### config.mk
export PLATFORM = sky130hd
export DESIGN_NAME = ucs_core
export DESIGN_NICKNAME = d
export VERILOG_FILES = /design/src/pkg/ucs_pkg.sv /design/src/verilog/ucs_core.sv
export SDC_FILE = /design/constraint.sdc
export NUM_CORES = 1
export LEC_CHECK = 0
export CAP_MARGIN = 20
export CORE_ASPECT_RATIO = 0.7
export CORE_MARGIN = 2
export CORE_UTILIZATION = 60
export DETAILED_ROUTE_END_ITERATION = 8
export DONT_BUFFER_PORTS = 1
export HOLD_SLACK_MARGIN = 0.05
export PLACE_DENSITY = 0.76
export RECOVER_POWER = 50
export SYNTH_ARGS = -nofsm -noshare
export SYNTH_HDL_FRONTEND = slang
export SYNTH_SLANG_ARGS = --single-unit
### constraint.sdc
create_clock -name core_clk_i -period 4.9 [get_ports core_clk_i]
set_input_delay 0.245 -clock core_clk_i [delete_from_list [all_inputs] [get_ports core_clk_i]]
set_output_delay 0.245 -clock core_clk_i [all_outputs]
set_load 0.03 [all_outputs]
### src/pkg/ucs_pkg.sv
// constants, types and state layout of the usart control and status block
// assumes one 100 MHz core clock and a plain single-cycle register port
//
// Contract
// - frame length code 00 gives eight, 01 seven, 10 nine data bits
// - code 11 loops transmitter output into receiver, nine-bit framing
// - parity is extra to data length; generated on transmit, checked on receive; left out with nine data bits
// - global error flag is the read-only or of overrun, framing, parity
// - receive-full sets on buffer load, clears on buffer read, zero at reset
// - transmit-empty sets on move to shifter, clears on buffer write, one at reset
// - error flags set on error, clear on status read and reset
// - received ninth data bit held in read-only bit, zero at reset
// - attention bit writable, cleared by received character with ninth bit set
// - transmitting flag set while sending, clears at end of final stop bit
// - receive-line flag sets on framing error, clears once input is high
// - stop count bit selects one or two transmitted stop bits
// - short stop bit makes last stop bit seven eighths long; no effect in synchronous mode
// - transmit pin enable hands the output pin to the transmitter
// - mode bit selects asynchronous at 0, synchronous at 1, zero at reset
// - receiver clock from internal divider at 0, external pin at 1
// - transmitter clock from internal divider at 0, external pin at 1
// - receive interrupt enable gates the receiver interrupt, zero at reset
// - transmit interrupt enable gates the transmitter interrupt, zero at reset
// - transmit interrupt pending exactly while empty flag and enable set
// - receive interrupt pending exactly while full flag and enable set
// - asynchronous clock is sixteen times bit rate, synchronous equals bit rate
package ucs_pkg;

  localparam int unsigned ADDR_W = 8;
  localparam int unsigned DATA_W = 8;

  // register byte offsets
  localparam logic [ADDR_W-1:0] ADDR_TX_BUF  = 8'hb8;
  localparam logic [ADDR_W-1:0] ADDR_RX_BUF  = 8'hb9;
  localparam logic [ADDR_W-1:0] ADDR_TX_CTRL = 8'hba;
  localparam logic [ADDR_W-1:0] ADDR_RX_STAT = 8'hbb;
  localparam logic [ADDR_W-1:0] ADDR_CFG     = 8'hbc;

  // usart_tx_control fields
  localparam int unsigned CTL_PAR_EN   = 7;
  localparam int unsigned CTL_PSEL1    = 6;
  localparam int unsigned CTL_XBIT9    = 5;
  localparam int unsigned CTL_FLEN_HI  = 4;
  localparam int unsigned CTL_FLEN_LO  = 3;
  localparam int unsigned CTL_ERR      = 2;
  localparam int unsigned CTL_RX_FULL  = 1;
  localparam int unsigned CTL_TX_EMPTY = 0;

  // usart_rx_status fields
  localparam int unsigned STA_OVR     = 7;
  localparam int unsigned STA_FRM     = 6;
  localparam int unsigned STA_PAR     = 5;
  localparam int unsigned STA_SPARE   = 4;
  localparam int unsigned STA_NINTH   = 3;
  localparam int unsigned STA_ATTENTION_ENABLE    = 2;
  localparam int unsigned STA_TX_ACT  = 1;
  localparam int unsigned STA_RX_LINE = 0;

  // usart_irq_clock_config fields
  localparam int unsigned CFG_TWO_STOP   = 7;
  localparam int unsigned CFG_SHORT_STOP = 6;
  localparam int unsigned CFG_PIN_EN     = 5;
  localparam int unsigned CFG_SYNC       = 4;
  localparam int unsigned CFG_RX_EXT     = 3;
  localparam int unsigned CFG_TX_EXT     = 2;
  localparam int unsigned CFG_RX_IE      = 1;
  localparam int unsigned CFG_TX_IE      = 0;

  localparam logic [DATA_W-1:0] RST_CFG      = 8'h00;
  localparam logic              RST_TX_EMPTY = 1'b1;

  // frame length codes
  localparam logic [1:0] FLEN_8    = 2'h0;
  localparam logic [1:0] FLEN_7    = 2'h1;
  localparam logic [1:0] FLEN_9    = 2'h2;
  localparam logic [1:0] FLEN_LOOP = 2'h3;

  localparam logic [3:0] NBITS_7 = 4'h7;
  localparam logic [3:0] NBITS_8 = 4'h8;
  localparam logic [3:0] NBITS_9 = 4'h9;

  // parity select codes
  localparam logic [1:0] PSEL_ODD   = 2'h0;
  localparam logic [1:0] PSEL_EVEN  = 2'h1;
  localparam logic [1:0] PSEL_MARK  = 2'h2;

  // last tick index within a bit
  localparam logic [3:0] OVS_LAST   = 4'hf;
  localparam logic [3:0] SYNC_LAST  = 4'h0;
  localparam logic [3:0] SHORT_LAST = 4'hd;
  localparam logic [3:0] HALF_LAST  = 4'h7;

  typedef enum logic [2:0] {TX_IDLE, TX_START, TX_DATA, TX_PAR, TX_STOP} ucs_tx_state_e;
  typedef enum logic [2:0] {RX_IDLE, RX_START, RX_DATA, RX_PAR, RX_STOP} ucs_rx_state_e;

  typedef struct packed {
    logic [ADDR_W-1:0] addr;
    logic [DATA_W-1:0] wdata;
    logic              wr;
    logic              rd;
  } ucs_bus_req_s;

  typedef struct packed {
    ucs_tx_state_e     tx_state;
    ucs_rx_state_e     rx_state;
    logic [DATA_W-1:0] cfg;
    logic              par_en;
    logic              psel1;
    logic              xbit9;
    logic [1:0]        flen;
    logic              tx_empty;
    logic              rx_full;
    logic              ovr;
    logic              frm;
    logic              par_err;
    logic              spare;
    logic              ninth;
    logic              attention_enable;
    logic              tx_act;
    logic              rx_line;
    logic [DATA_W-1:0] tx_buffer;
    logic [DATA_W-1:0] rx_buffer;
    logic [8:0]        tx_shift;
    logic              tx_par;
    logic [3:0]        tx_bit_cnt;
    logic [3:0]        tx_sub;
    logic              tx_stop_cnt;
    logic              tx_out;
    logic [8:0]        rx_shift;
    logic              rx_par;
    logic [3:0]        rx_bit_cnt;
    logic [3:0]        rx_sub;
    logic [DATA_W-1:0] rdata;
    logic [2:0]        ck_sync;
    logic              ck_lvl;
    logic [2:0]        din_sync;
    logic              din_lvl;
  } ucs_state_s;

endpackage : ucs_pkg

### src/verilog/ucs_core.sv
// usart control and status logic with a compact transmitter and receiver
// assumes baud_tick_i is a one-cycle enable from an outside divider on core_clk_i
//
// Decided for this implementation: strobed register access.
`timescale 1ns/1ns
module ucs_core (
  // clock and reset
  input  wire logic                      core_clk_i,
  input  wire logic                      srst_i,
  // register port
  input  wire ucs_pkg::ucs_bus_req_s     bus_i,
  output logic [ucs_pkg::DATA_W-1:0]     rdata_o,
  // baud enable from the internal divider
  input  wire logic                      baud_tick_i,
  // serial pins
  input  wire logic                      serial_in_pin_i,
  input  wire logic                      serial_clock_pin_i,
  output logic                           serial_out_pin_o,
  output logic                           serial_out_pin_oe_o,
  // interrupt requests
  output logic                           rx_irq_o,
  output logic                           tx_irq_o
);

  ucs_pkg::ucs_state_s st_q;
  ucs_pkg::ucs_state_s st_d;

  function automatic logic [3:0] ucs_nbits(input logic [1:0] flen);
    case (flen)
      ucs_pkg::FLEN_8: ucs_nbits = ucs_pkg::NBITS_8;
      ucs_pkg::FLEN_7: ucs_nbits = ucs_pkg::NBITS_7;
      default:         ucs_nbits = ucs_pkg::NBITS_9;
    endcase
  endfunction : ucs_nbits

  function automatic logic ucs_parity(input logic [1:0] psel, input logic [8:0] data, input logic [3:0] nbits);
    logic [8:0] masked;
    masked = (nbits == ucs_pkg::NBITS_7) ? {2'h0, data[6:0]} : {1'h0, data[7:0]};
    case (psel)
      ucs_pkg::PSEL_ODD:  ucs_parity = ~^masked;
      ucs_pkg::PSEL_EVEN: ucs_parity = ^masked;
      ucs_pkg::PSEL_MARK: ucs_parity = 1'b1;
      default:            ucs_parity = 1'b0;
    endcase
  endfunction : ucs_parity

  function automatic logic [8:0] ucs_align(input logic [8:0] shift, input logic [3:0] nbits);
    case (nbits)
      ucs_pkg::NBITS_7: ucs_align = {2'h0, shift[8:2]};
      ucs_pkg::NBITS_8: ucs_align = {1'h0, shift[8:1]};
      default:          ucs_align = shift;
    endcase
  endfunction : ucs_align

  logic [3:0] nbits;
  logic       nine;
  logic       loop;
  logic       par_en;
  logic       sync;
  logic [3:0] last;
  logic       ck_stable;
  logic       ck_rise;
  logic       ck_fall;
  logic       din_stable;
  logic       rx_in;
  logic       tx_tick;
  logic       rx_tick;
  logic       tx_buf_wr;
  logic       do_load;
  logic       stop_last;
  logic [3:0] stop_end;
  logic [8:0] rx_data;
  logic       frame_done;
  logic       frm_err;
  logic       par_bad;

  always_comb begin
    st_d       = st_q;
    nbits      = ucs_nbits(st_q.flen);
    // parity is never used with nine data bits, the ninth bit takes its place
    nine       = st_q.flen[1];
    loop       = (st_q.flen == ucs_pkg::FLEN_LOOP);
    par_en     = st_q.par_en && !nine;
    sync       = st_q.cfg[ucs_pkg::CFG_SYNC];
    last       = sync ? ucs_pkg::SYNC_LAST : ucs_pkg::OVS_LAST;
    do_load    = 1'b0;
    frame_done = 1'b0;
    frm_err    = 1'b0;
    par_bad    = 1'b0;
    rx_data    = ucs_align(st_q.rx_shift, nbits);
    // short stop only trims the last stop bit, and only when oversampling
    stop_last  = (st_q.tx_stop_cnt == st_q.cfg[ucs_pkg::CFG_TWO_STOP]);
    stop_end   = (stop_last && st_q.cfg[ucs_pkg::CFG_SHORT_STOP] && !sync) ?
                 ucs_pkg::SHORT_LAST : last;

    // pin synchronisers
    st_d.ck_sync  = {st_q.ck_sync[1:0], serial_clock_pin_i};
    st_d.din_sync = {st_q.din_sync[1:0], serial_in_pin_i};
    ck_stable     = (st_q.ck_sync[1] == st_q.ck_sync[2]);
    din_stable    = (st_q.din_sync[1] == st_q.din_sync[2]);
    // an edge counts once the second and third stages agree, so a glitch is ignored
    ck_rise       = ck_stable && st_q.ck_sync[2] && !st_q.ck_lvl;
    ck_fall       = ck_stable && !st_q.ck_sync[2] && st_q.ck_lvl;
    if (ck_stable) begin
      st_d.ck_lvl = st_q.ck_sync[2];
    end
    if (din_stable) begin
      st_d.din_lvl = st_q.din_sync[2];
    end
    // loopback takes the transmit flop directly, no synchroniser on that path
    rx_in   = loop ? st_q.tx_out : st_q.din_lvl;
    tx_tick = st_q.cfg[ucs_pkg::CFG_TX_EXT] ? ck_rise : baud_tick_i;
    rx_tick = st_q.cfg[ucs_pkg::CFG_RX_EXT] ? (sync ? ck_fall : ck_rise) : baud_tick_i;

    // register writes
    tx_buf_wr = bus_i.wr && (bus_i.addr == ucs_pkg::ADDR_TX_BUF);
    if (tx_buf_wr) begin
      st_d.tx_buffer = bus_i.wdata;
      st_d.tx_empty  = 1'b0;
    end
    if (bus_i.wr && (bus_i.addr == ucs_pkg::ADDR_TX_CTRL)) begin
      st_d.par_en = bus_i.wdata[ucs_pkg::CTL_PAR_EN];
      st_d.psel1  = bus_i.wdata[ucs_pkg::CTL_PSEL1];
      st_d.xbit9  = bus_i.wdata[ucs_pkg::CTL_XBIT9];
      st_d.flen   = {bus_i.wdata[ucs_pkg::CTL_FLEN_HI], bus_i.wdata[ucs_pkg::CTL_FLEN_LO]};
    end
    if (bus_i.wr && (bus_i.addr == ucs_pkg::ADDR_RX_STAT)) begin
      st_d.spare = bus_i.wdata[ucs_pkg::STA_SPARE];
      st_d.attention_enable  = bus_i.wdata[ucs_pkg::STA_ATTENTION_ENABLE];
    end
    if (bus_i.wr && (bus_i.addr == ucs_pkg::ADDR_CFG)) begin
      st_d.cfg = bus_i.wdata;
    end

    // register reads and their side effects
    // read data stand for the one cycle after the strobe and are zero otherwise
    st_d.rdata = '0;
    if (bus_i.rd) begin
      case (bus_i.addr)
        ucs_pkg::ADDR_TX_BUF: begin
          st_d.rdata = st_q.tx_buffer;
        end
        ucs_pkg::ADDR_RX_BUF: begin
          st_d.rdata   = st_q.rx_buffer;
          st_d.rx_full = 1'b0;
        end
        ucs_pkg::ADDR_TX_CTRL: begin
          st_d.rdata[ucs_pkg::CTL_PAR_EN]   = st_q.par_en;
          st_d.rdata[ucs_pkg::CTL_PSEL1]    = st_q.psel1;
          st_d.rdata[ucs_pkg::CTL_XBIT9]    = st_q.xbit9;
          st_d.rdata[ucs_pkg::CTL_FLEN_HI]  = st_q.flen[1];
          st_d.rdata[ucs_pkg::CTL_FLEN_LO]  = st_q.flen[0];
          st_d.rdata[ucs_pkg::CTL_ERR]      = st_q.ovr | st_q.frm | st_q.par_err;
          st_d.rdata[ucs_pkg::CTL_RX_FULL]  = st_q.rx_full;
          st_d.rdata[ucs_pkg::CTL_TX_EMPTY] = st_q.tx_empty;
        end
        ucs_pkg::ADDR_RX_STAT: begin
          st_d.rdata[ucs_pkg::STA_OVR]     = st_q.ovr;
          st_d.rdata[ucs_pkg::STA_FRM]     = st_q.frm;
          st_d.rdata[ucs_pkg::STA_PAR]     = st_q.par_err;
          st_d.rdata[ucs_pkg::STA_SPARE]   = st_q.spare;
          st_d.rdata[ucs_pkg::STA_NINTH]   = st_q.ninth;
          st_d.rdata[ucs_pkg::STA_ATTENTION_ENABLE]    = st_q.attention_enable;
          st_d.rdata[ucs_pkg::STA_TX_ACT]  = st_q.tx_act;
          st_d.rdata[ucs_pkg::STA_RX_LINE] = st_q.rx_line;
          st_d.ovr     = 1'b0;
          st_d.frm     = 1'b0;
          st_d.par_err = 1'b0;
        end
        ucs_pkg::ADDR_CFG: begin
          st_d.rdata = st_q.cfg;
        end
        default: begin
          st_d.rdata = '0;
        end
      endcase
    end

    // transmitter
    case (st_q.tx_state)
      ucs_pkg::TX_IDLE: begin
        // a buffer write in this cycle defers the load, so write and load never clash
        do_load = !st_q.tx_empty && !tx_buf_wr;
      end
      ucs_pkg::TX_START: begin
        if (tx_tick) begin
          if (st_q.tx_sub == last) begin
            st_d.tx_sub     = '0;
            st_d.tx_bit_cnt = '0;
            st_d.tx_state   = ucs_pkg::TX_DATA;
          end else begin
            st_d.tx_sub = st_q.tx_sub + 4'h1;
          end
        end
      end
      ucs_pkg::TX_DATA: begin
        if (tx_tick) begin
          if (st_q.tx_sub == last) begin
            st_d.tx_sub     = '0;
            st_d.tx_shift   = {1'b1, st_q.tx_shift[8:1]};
            st_d.tx_bit_cnt = st_q.tx_bit_cnt + 4'h1;
            if (st_q.tx_bit_cnt == nbits - 4'h1) begin
              st_d.tx_stop_cnt = 1'b0;
              st_d.tx_state    = par_en ? ucs_pkg::TX_PAR : ucs_pkg::TX_STOP;
            end
          end else begin
            st_d.tx_sub = st_q.tx_sub + 4'h1;
          end
        end
      end
      ucs_pkg::TX_PAR: begin
        if (tx_tick) begin
          if (st_q.tx_sub == last) begin
            st_d.tx_sub   = '0;
            st_d.tx_state = ucs_pkg::TX_STOP;
          end else begin
            st_d.tx_sub = st_q.tx_sub + 4'h1;
          end
        end
      end
      ucs_pkg::TX_STOP: begin
        if (tx_tick) begin
          if (st_q.tx_sub == stop_end) begin
            st_d.tx_sub = '0;
            if (!stop_last) begin
              st_d.tx_stop_cnt = 1'b1;
            end else if (!st_q.tx_empty && !tx_buf_wr) begin
              do_load = 1'b1;
            end else begin
              st_d.tx_act   = 1'b0;
              st_d.tx_state = ucs_pkg::TX_IDLE;
            end
          end else begin
            st_d.tx_sub = st_q.tx_sub + 4'h1;
          end
        end
      end
      default: begin
        st_d.tx_state = ucs_pkg::TX_IDLE;
      end
    endcase
    // loading the shifter sets the empty flag again and starts a new frame
    if (do_load) begin
      st_d.tx_shift = {st_q.xbit9, st_q.tx_buffer};
      st_d.tx_par   = ucs_parity({st_q.psel1, st_q.xbit9}, {st_q.xbit9, st_q.tx_buffer}, nbits);
      st_d.tx_empty = 1'b1;
      st_d.tx_act   = 1'b1;
      st_d.tx_sub   = '0;
      st_d.tx_state = ucs_pkg::TX_START;
    end
    case (st_d.tx_state)
      ucs_pkg::TX_START: st_d.tx_out = 1'b0;
      ucs_pkg::TX_DATA:  st_d.tx_out = st_d.tx_shift[0];
      ucs_pkg::TX_PAR:   st_d.tx_out = st_d.tx_par;
      default:           st_d.tx_out = 1'b1;
    endcase

    // receiver
    case (st_q.rx_state)
      ucs_pkg::RX_IDLE: begin
        st_d.rx_sub     = '0;
        st_d.rx_bit_cnt = '0;
        if (!rx_in) begin
          if (!sync) begin
            st_d.rx_state = ucs_pkg::RX_START;
          end else if (rx_tick) begin
            st_d.rx_state = ucs_pkg::RX_DATA;
          end
        end
      end
      ucs_pkg::RX_START: begin
        if (rx_tick) begin
          if (st_q.rx_sub == ucs_pkg::HALF_LAST) begin
            st_d.rx_sub   = '0;
            // start bit is rechecked half a bit in; a short glitch returns to idle
            st_d.rx_state = rx_in ? ucs_pkg::RX_IDLE : ucs_pkg::RX_DATA;
          end else begin
            st_d.rx_sub = st_q.rx_sub + 4'h1;
          end
        end
      end
      ucs_pkg::RX_DATA: begin
        if (rx_tick) begin
          if (st_q.rx_sub == last) begin
            st_d.rx_sub     = '0;
            st_d.rx_shift   = {rx_in, st_q.rx_shift[8:1]};
            st_d.rx_bit_cnt = st_q.rx_bit_cnt + 4'h1;
            if (st_q.rx_bit_cnt == nbits - 4'h1) begin
              st_d.rx_state = par_en ? ucs_pkg::RX_PAR : ucs_pkg::RX_STOP;
            end
          end else begin
            st_d.rx_sub = st_q.rx_sub + 4'h1;
          end
        end
      end
      ucs_pkg::RX_PAR: begin
        if (rx_tick) begin
          if (st_q.rx_sub == last) begin
            st_d.rx_sub   = '0;
            st_d.rx_par   = rx_in;
            st_d.rx_state = ucs_pkg::RX_STOP;
          end else begin
            st_d.rx_sub = st_q.rx_sub + 4'h1;
          end
        end
      end
      ucs_pkg::RX_STOP: begin
        if (rx_tick) begin
          if (st_q.rx_sub == last) begin
            frame_done    = 1'b1;
            frm_err       = !rx_in;
            par_bad       = par_en && (st_q.rx_par != ucs_parity({st_q.psel1, st_q.xbit9}, rx_data, nbits));
            st_d.rx_state = ucs_pkg::RX_IDLE;
          end else begin
            st_d.rx_sub = st_q.rx_sub + 4'h1;
          end
        end
      end
      default: begin
        st_d.rx_state = ucs_pkg::RX_IDLE;
      end
    endcase

    // receive events; a set here wins over a clear above
    if (rx_in) begin
      st_d.rx_line = 1'b0;
    end
    if (frame_done) begin
      // overrun keeps the unread byte and drops the new one
      if (st_q.rx_full) begin
        st_d.ovr = 1'b1;
      end else begin
        st_d.rx_buffer = rx_data[7:0];
        st_d.rx_full   = 1'b1;
        if (nine) begin
          st_d.ninth = rx_data[8];
        end
      end
      if (nine && rx_data[8]) begin
        st_d.attention_enable = 1'b0;
      end
      if (frm_err) begin
        st_d.frm     = 1'b1;
        st_d.rx_line = 1'b1;
      end
      if (par_bad) begin
        st_d.par_err = 1'b1;
      end
    end
  end

  // reset leaves the line and the receive synchroniser at the idle high level
  always_ff @(posedge core_clk_i) begin
    if (srst_i) begin
      st_q          <= '0;
      st_q.tx_state <= ucs_pkg::TX_IDLE;
      st_q.rx_state <= ucs_pkg::RX_IDLE;
      st_q.cfg      <= ucs_pkg::RST_CFG;
      st_q.tx_empty <= ucs_pkg::RST_TX_EMPTY;
      st_q.tx_out   <= 1'b1;
      st_q.ck_sync  <= '0;
      st_q.din_sync <= 3'h7;
      st_q.din_lvl  <= 1'b1;
    end else begin
      st_q <= st_d;
    end
  end

  assign rdata_o             = st_q.rdata;
  assign serial_out_pin_o    = st_q.tx_out;
  assign serial_out_pin_oe_o = st_q.cfg[ucs_pkg::CFG_PIN_EN];
  // interrupt requests are plain levels of the flags and their enables
  assign rx_irq_o            = st_q.rx_full && st_q.cfg[ucs_pkg::CFG_RX_IE];
  assign tx_irq_o            = st_q.tx_empty && st_q.cfg[ucs_pkg::CFG_TX_IE];

endmodule : ucs_core

# Word-level counts from Yosys, hierarchy flattened
# Cells that the tools add are included.
# totals
regBits,99
output_inout_bits,12
elab_cells,262
# classes
add_sub_neg,5
n_eq_ne,54
mux,108
n_bitwise,4
n_reduce_logical,56
# ops
op,count
3-bit 2-to-1 mux,26
4-bit 2-to-1 mux,16
"2-bit inequality test, second input constant",21
1-bit 2-to-1 mux,41
"8-bit == test, second input constant",5
8-bit one-hot mux with 5 select lines,1
9-bit 2-to-1 mux,4
8-bit 2-to-1 mux,4
3-bit one-hot mux with 5 select lines,2
4-bit one-hot mux with 2 select lines,3
4-bit == test,5
4-bit one-hot mux with 5 select lines,1
"3-bit by 2-bit == test with 1-bit output, second input constant",6
9-bit one-hot mux with 2 select lines,1
2-bit nonzero test,9
9-bit XNOR reduction,2
9-bit parity,2
"4-bit by 1-bit adder with 4-bit output, second input constant",4
1-bit logical AND,16
4-bit one-hot mux with 4 select lines,1
3-bit AND reduction,5
5-bit AND reduction,3
11-bit AND reduction,1
10-bit 2-to-1 mux,1
other kinds (25),47

# Longest topological paths before layout
# logic_depth
ltp_word,17
ltp_mapped,9

# Least setup slack after synthesis
# Ideal clock, no wire load.
# synth_timing
path_kind,flip-flop to flip-flop
start,register st_q[7] (netlist bit)
end,register st_q[93] (netlist bit)
setup_ns,0.070
arrival_ns,2.045
required_ns,4.830
setup_slack_ns,2.785
stages_incl_launch_ff,8
n_path_buf,0
period_less_slack_ns,2.115
path_cell_list,dfxtp_1 > ha_1 > or3b_4 > a31o_4 > or2_1 > o21a_1 > or4_1 > a21boi_1
# synth_via
elab_chain_cells,7
word_cells_on_any_way,14
cone_classes,eq/ne: 6; mux: 2; reduce/logical: 6
# synth_rtl
element,line_no,text
start: declaration,ucs_core.sv:25,ucs_pkg::ucs_state_s st_q;
start signal: assignment,ucs_core.sv:365,st_q <= st_d;
1-bit == test / 1-bit logical NOT (equally long branches),"ucs_core.sv:99, ucs_core.sv:103",
1-bit logical AND (on tied branches) (2 in series),"ucs_core.sv:102, ucs_core.sv:103",
1-bit 2-to-1 mux (*) (2 in series),ucs_core.sv:113,rx_tick = st_q.cfg[ucs_pkg::CFG_RX_EXT] ? (sync ? ck_fall : ck_rise) : baud_tick_i;
3-bit inequality test (no source line) / 2-bit inequality test (equally long branches),-,
11-bit AND reduction (no source line) (*),-,
# Mark *: on every way between the ends. The rest lies on a longest branch, timed or not.
# A chain may end at the register's enable or synchronous reset.

# Final worst setup path
# layout_timing
start,register st_q[89] (netlist bit)
end,register st_q[61] (netlist bit)
# layout_via
elab_chain_cells,6
word_cells_on_any_way,8
cone_classes,eq/ne: 1; mux: 6; reduce/logical: 1
# layout_rtl
element,line_no,text
4-bit 2-to-1 mux,ucs_core.sv:85,last = sync ? ucs_pkg::SYNC_LAST : ucs_pkg::OVS_LAST;
4-bit == test,ucs_core.sv:309,if (st_q.rx_sub == last) begin
1-bit 2-to-1 mux,ucs_core.sv:309,
1-bit 2-to-1 mux (*),ucs_core.sv:308,if (rx_tick) begin
1-bit 2-to-1 mux (*),ucs_core.sv:259,case (st_q.rx_state)
2-bit AND reduction (no source line) (*),-,
# Marks and branches as above.

==> reports/results.tsv <==
stage	metric	value	unit
drt	DRC	0	
floorplan	Initial Util	61.0	%
synth	Post-synth ARST share	0	%
synth	Yosys Warn Count	0	
timing	Final min period	3.03	ns
grt	GRT overflow	0	
clock_tree	CTS tree	done	
cells_and_area	Layout Cells excl Fill	707	
floorplan	chip width	114	um
worst_setup_path	Buffers & Inverters on Critical Path	0	
worst_setup_path	cell mode on critical path	nor3_1	
synth	post-synthesis cell type count	73	
grt	initial antenna violation count	0	
worst_setup_path	critical path class	flop to flop	
clock_tree	number of buffers created by CTS	9	
place	HPWL Detailed	8.48	mm
cells_and_area	number of fill cells	715	
power	Logic pwr share	2.8	%
place	Post-Place Cells	674	
timing	crit share post-route	61.9	%
power	total power	1.53	mW
floorplan	I/O Pins	35	
grt	first-pass GRT wire length	20.4	mm
floorplan	DIE AREA	9230	um2
timing	Worst-Margin Slew	1.12	ns
synth	Post-Synthesis Cell Area	5080	um2
worst_setup_path	WP data required	5.13	ns
clock_tree	Setup Fix Bufs, Post-CTS	0	
power	leakage	1.80	nW
cells_and_area	diode count	0	
synth	Syn Inst Count	614	
drt	Routed Antenna Nets	0	
cells_and_area	fin nets	626	
drt	TritonRoute pass-1 iters	6	
outcome	status	finished clean	
cells_and_area	post-synthesis to final-layout area growth	7.04	%
worst_setup_path	Top delay family on crit path	simple AND/OR/NAND/NOR gates	
worst_setup_path	Crit. End Element	flop	
drt	WL/cell	18.2	um
cells_and_area	most common cell after layout, fill and taps aside	dfxtp_1	
place	Placer Congestion	0.869	
worst_setup_path	Arr. time, crit path	3.27	ns
timing	final setup TNS	0	ns
drt	vias per cell	6.43	
power	sw frac	23.1	%
timing	Fin Clk Skew	0.0100	ns
floorplan	CORE AREA	8340	um2
clock_tree	Sink Count	99	
power	PwrDens	281	nW/um2
synth	Synth Net Count	643	
cells_and_area	layout cells sized above 1	5.65	%
power	Reg power frac	52.9	%
drt	final wirelength	12.8	mm
power	Clk pwr share	44.2	%
timing	Max transition margin	24.9	%
timing	Slew Limit Fails	0	
grt	vias in the first global route	4110	
power	peak supply drop	0.252	mV
cells_and_area	most frequent cells in the layout	99 x dfxtp_1, 89 x nand2_1, 55 x nor2_1, 51 x a21oi_1, 32 x nand3_1	
job	Max-cap violations	0	
clock_tree	Root Driver	clkbuf_16	
worst_setup_path	crit-path cells	nor4b_1 > a2bb2oi_1 > nor3_1 > nand2b_1 > a221oi_1 > nor3_1	
timing	Final Hold Fails	0	
cells_and_area	Register Area	1980	um2
power	net switching power	0.353	mW
drt	Vias	4548	
place	Port Buffers	0	
worst_setup_path	Worst setup SP type	flop	
clock_tree	Clk pin slew, worst setup/hold paths	0.07	ns
timing	RSZ-0062 raised after global routing	no	
grt	GRT Total Usage	28.6	%
worst_setup_path	Critical-path top delay cell	nor3_1	
floorplan	FP Rows	28	
clock_tree	clk_lat worst skew	0.35	ns
cells_and_area	area of the multi-input gates	2830	um2
timing	fmax	0.330	GHz
drt	Iteration-0 DRC Markers	704	
grt	largest net degree at the start of global routing	74	
power	Int Power	1.17	mW
worst_setup_path	critical-path maximum fanout	14	
floorplan	Die H	81.0	um
clock_tree	Resized Gates After CTS	0	
clock_tree	H-tree Lvls	3	
worst_setup_path	Max stage delay on crit path	0.77	ns
synth	Top FF cell, synth	dfxtp_1	
clock_tree	cts hold-fix bufs	15	
synth	Mean Syn Cell Area	8.28	um2
min_path	worst hold path type	input pin to flop	
synth	Post-synth EDFFs	0	
clock_tree	worst-case clock buffer depth	2	
timing	Setup violations, final	0	
synth	sequential area share after synthesis	39.0	%
synth	Yosys reg bits	99	
==> routing by layer <==
metal | track usage, % | routed length (um)
met1 | 39.8 | 5970
met2 | 42.5 | 5450
met3 | 9.33 | 1210
met4 | 8.17 | 214
met5 | 0 | 0
==> through the flow <==
step	area, um2	worst slack, ns	util (%)	hold slack [ns]
detailed placement	5010	2.06	60.1	0.326
global placement	5010	2.13	60.1	0.327
CTS	5450	2.04	65.4	0.0563
finish	5440	1.87	65.2	0.0540
floorplan	5080	2.79	-	0.349
global route	5440	1.51	65.2	0.0612
==> Yosys cell counts, types with 8 or more instances <==
cell type	number	area [um2]
buf_4	9	67.6
nand2b_1	9	56.3
nand3_1	32	160
inv_1	11	41.3
dfxtp_1	99	1980
xor2_1	8	70.1
nor2_1	55	206
xnor2_1	11	96.3
a22oi_1	13	97.6
a31oi_1	12	75.1
a21oi_1	51	255
mux2i_1	26	260
nor3_1	9	45.0
clkbuf_1	28	105
nand2_1	89	334
o21ai_0	24	120
==> cells by family after synthesis <==
logic type               after synthesis  synth area share (%)
XOR/XNOR                              21                  4.16
adder cells (fa/ha/maj)                6                  1.48
buffers and inverters                 57                  5.00
flip-flops                            99                  39.0
multiplexers                          29                  5.79
AO/OA/AOI/OAI                        152                  19.9
AND/OR/NAND/NOR                      250                  24.6
==> power groups by stage <==
| stage | Clock (mW) | Sequential [mW] | Combinational (mW) |
|---|---|---|---|
| after detailed placement | 0 | 0.827 | 0.0205 |
| after global placement | 0 | 0.827 | 0.0198 |
| final | 0.675 | 0.808 | 0.0435 |
| after floorplan | 0 | 0.826 | 0.0273 |
| after global routing | 0.718 | 0.808 | 0.0467 |
| after CTS | 0.681 | 0.808 | 0.0429 |
==> layout make-up <==
cell class                      instances  share of cell area (%)
Timing Repair Buffer                   17                    3.24
Clock inverter                          6                   0.874
Multi-Input combinational cell        458                    52.0
Inverter                               12                   0.828
Tap cell                              105                    2.41
Sequential cell                        99                    36.4
Clock buffer                           10                    4.21
==> registers in the layout, summed over array words and instances (netlist names) <==
signal	flops
serial_out_pin_o	1
rdata_o	8
nine	1
serial_out_pin_oe_o	1
st_q	84
st_d	4
==> worst paths after layout <==
check / slack [ns] / depth (start not counted) / end / startpoint
setup reg to reg: 1.87 / 6 / st_q[61] / st_q[89]
hold reg to reg: 0.41 / 1 / st_d[3] / st_d[2]
hold / removal: 0.05 / 2 / st_q[85] / bus_i[1]
setup / recovery: 1.87 / 6 / st_q[61] / st_q[89]
Power figures use the tool's default switching activity.
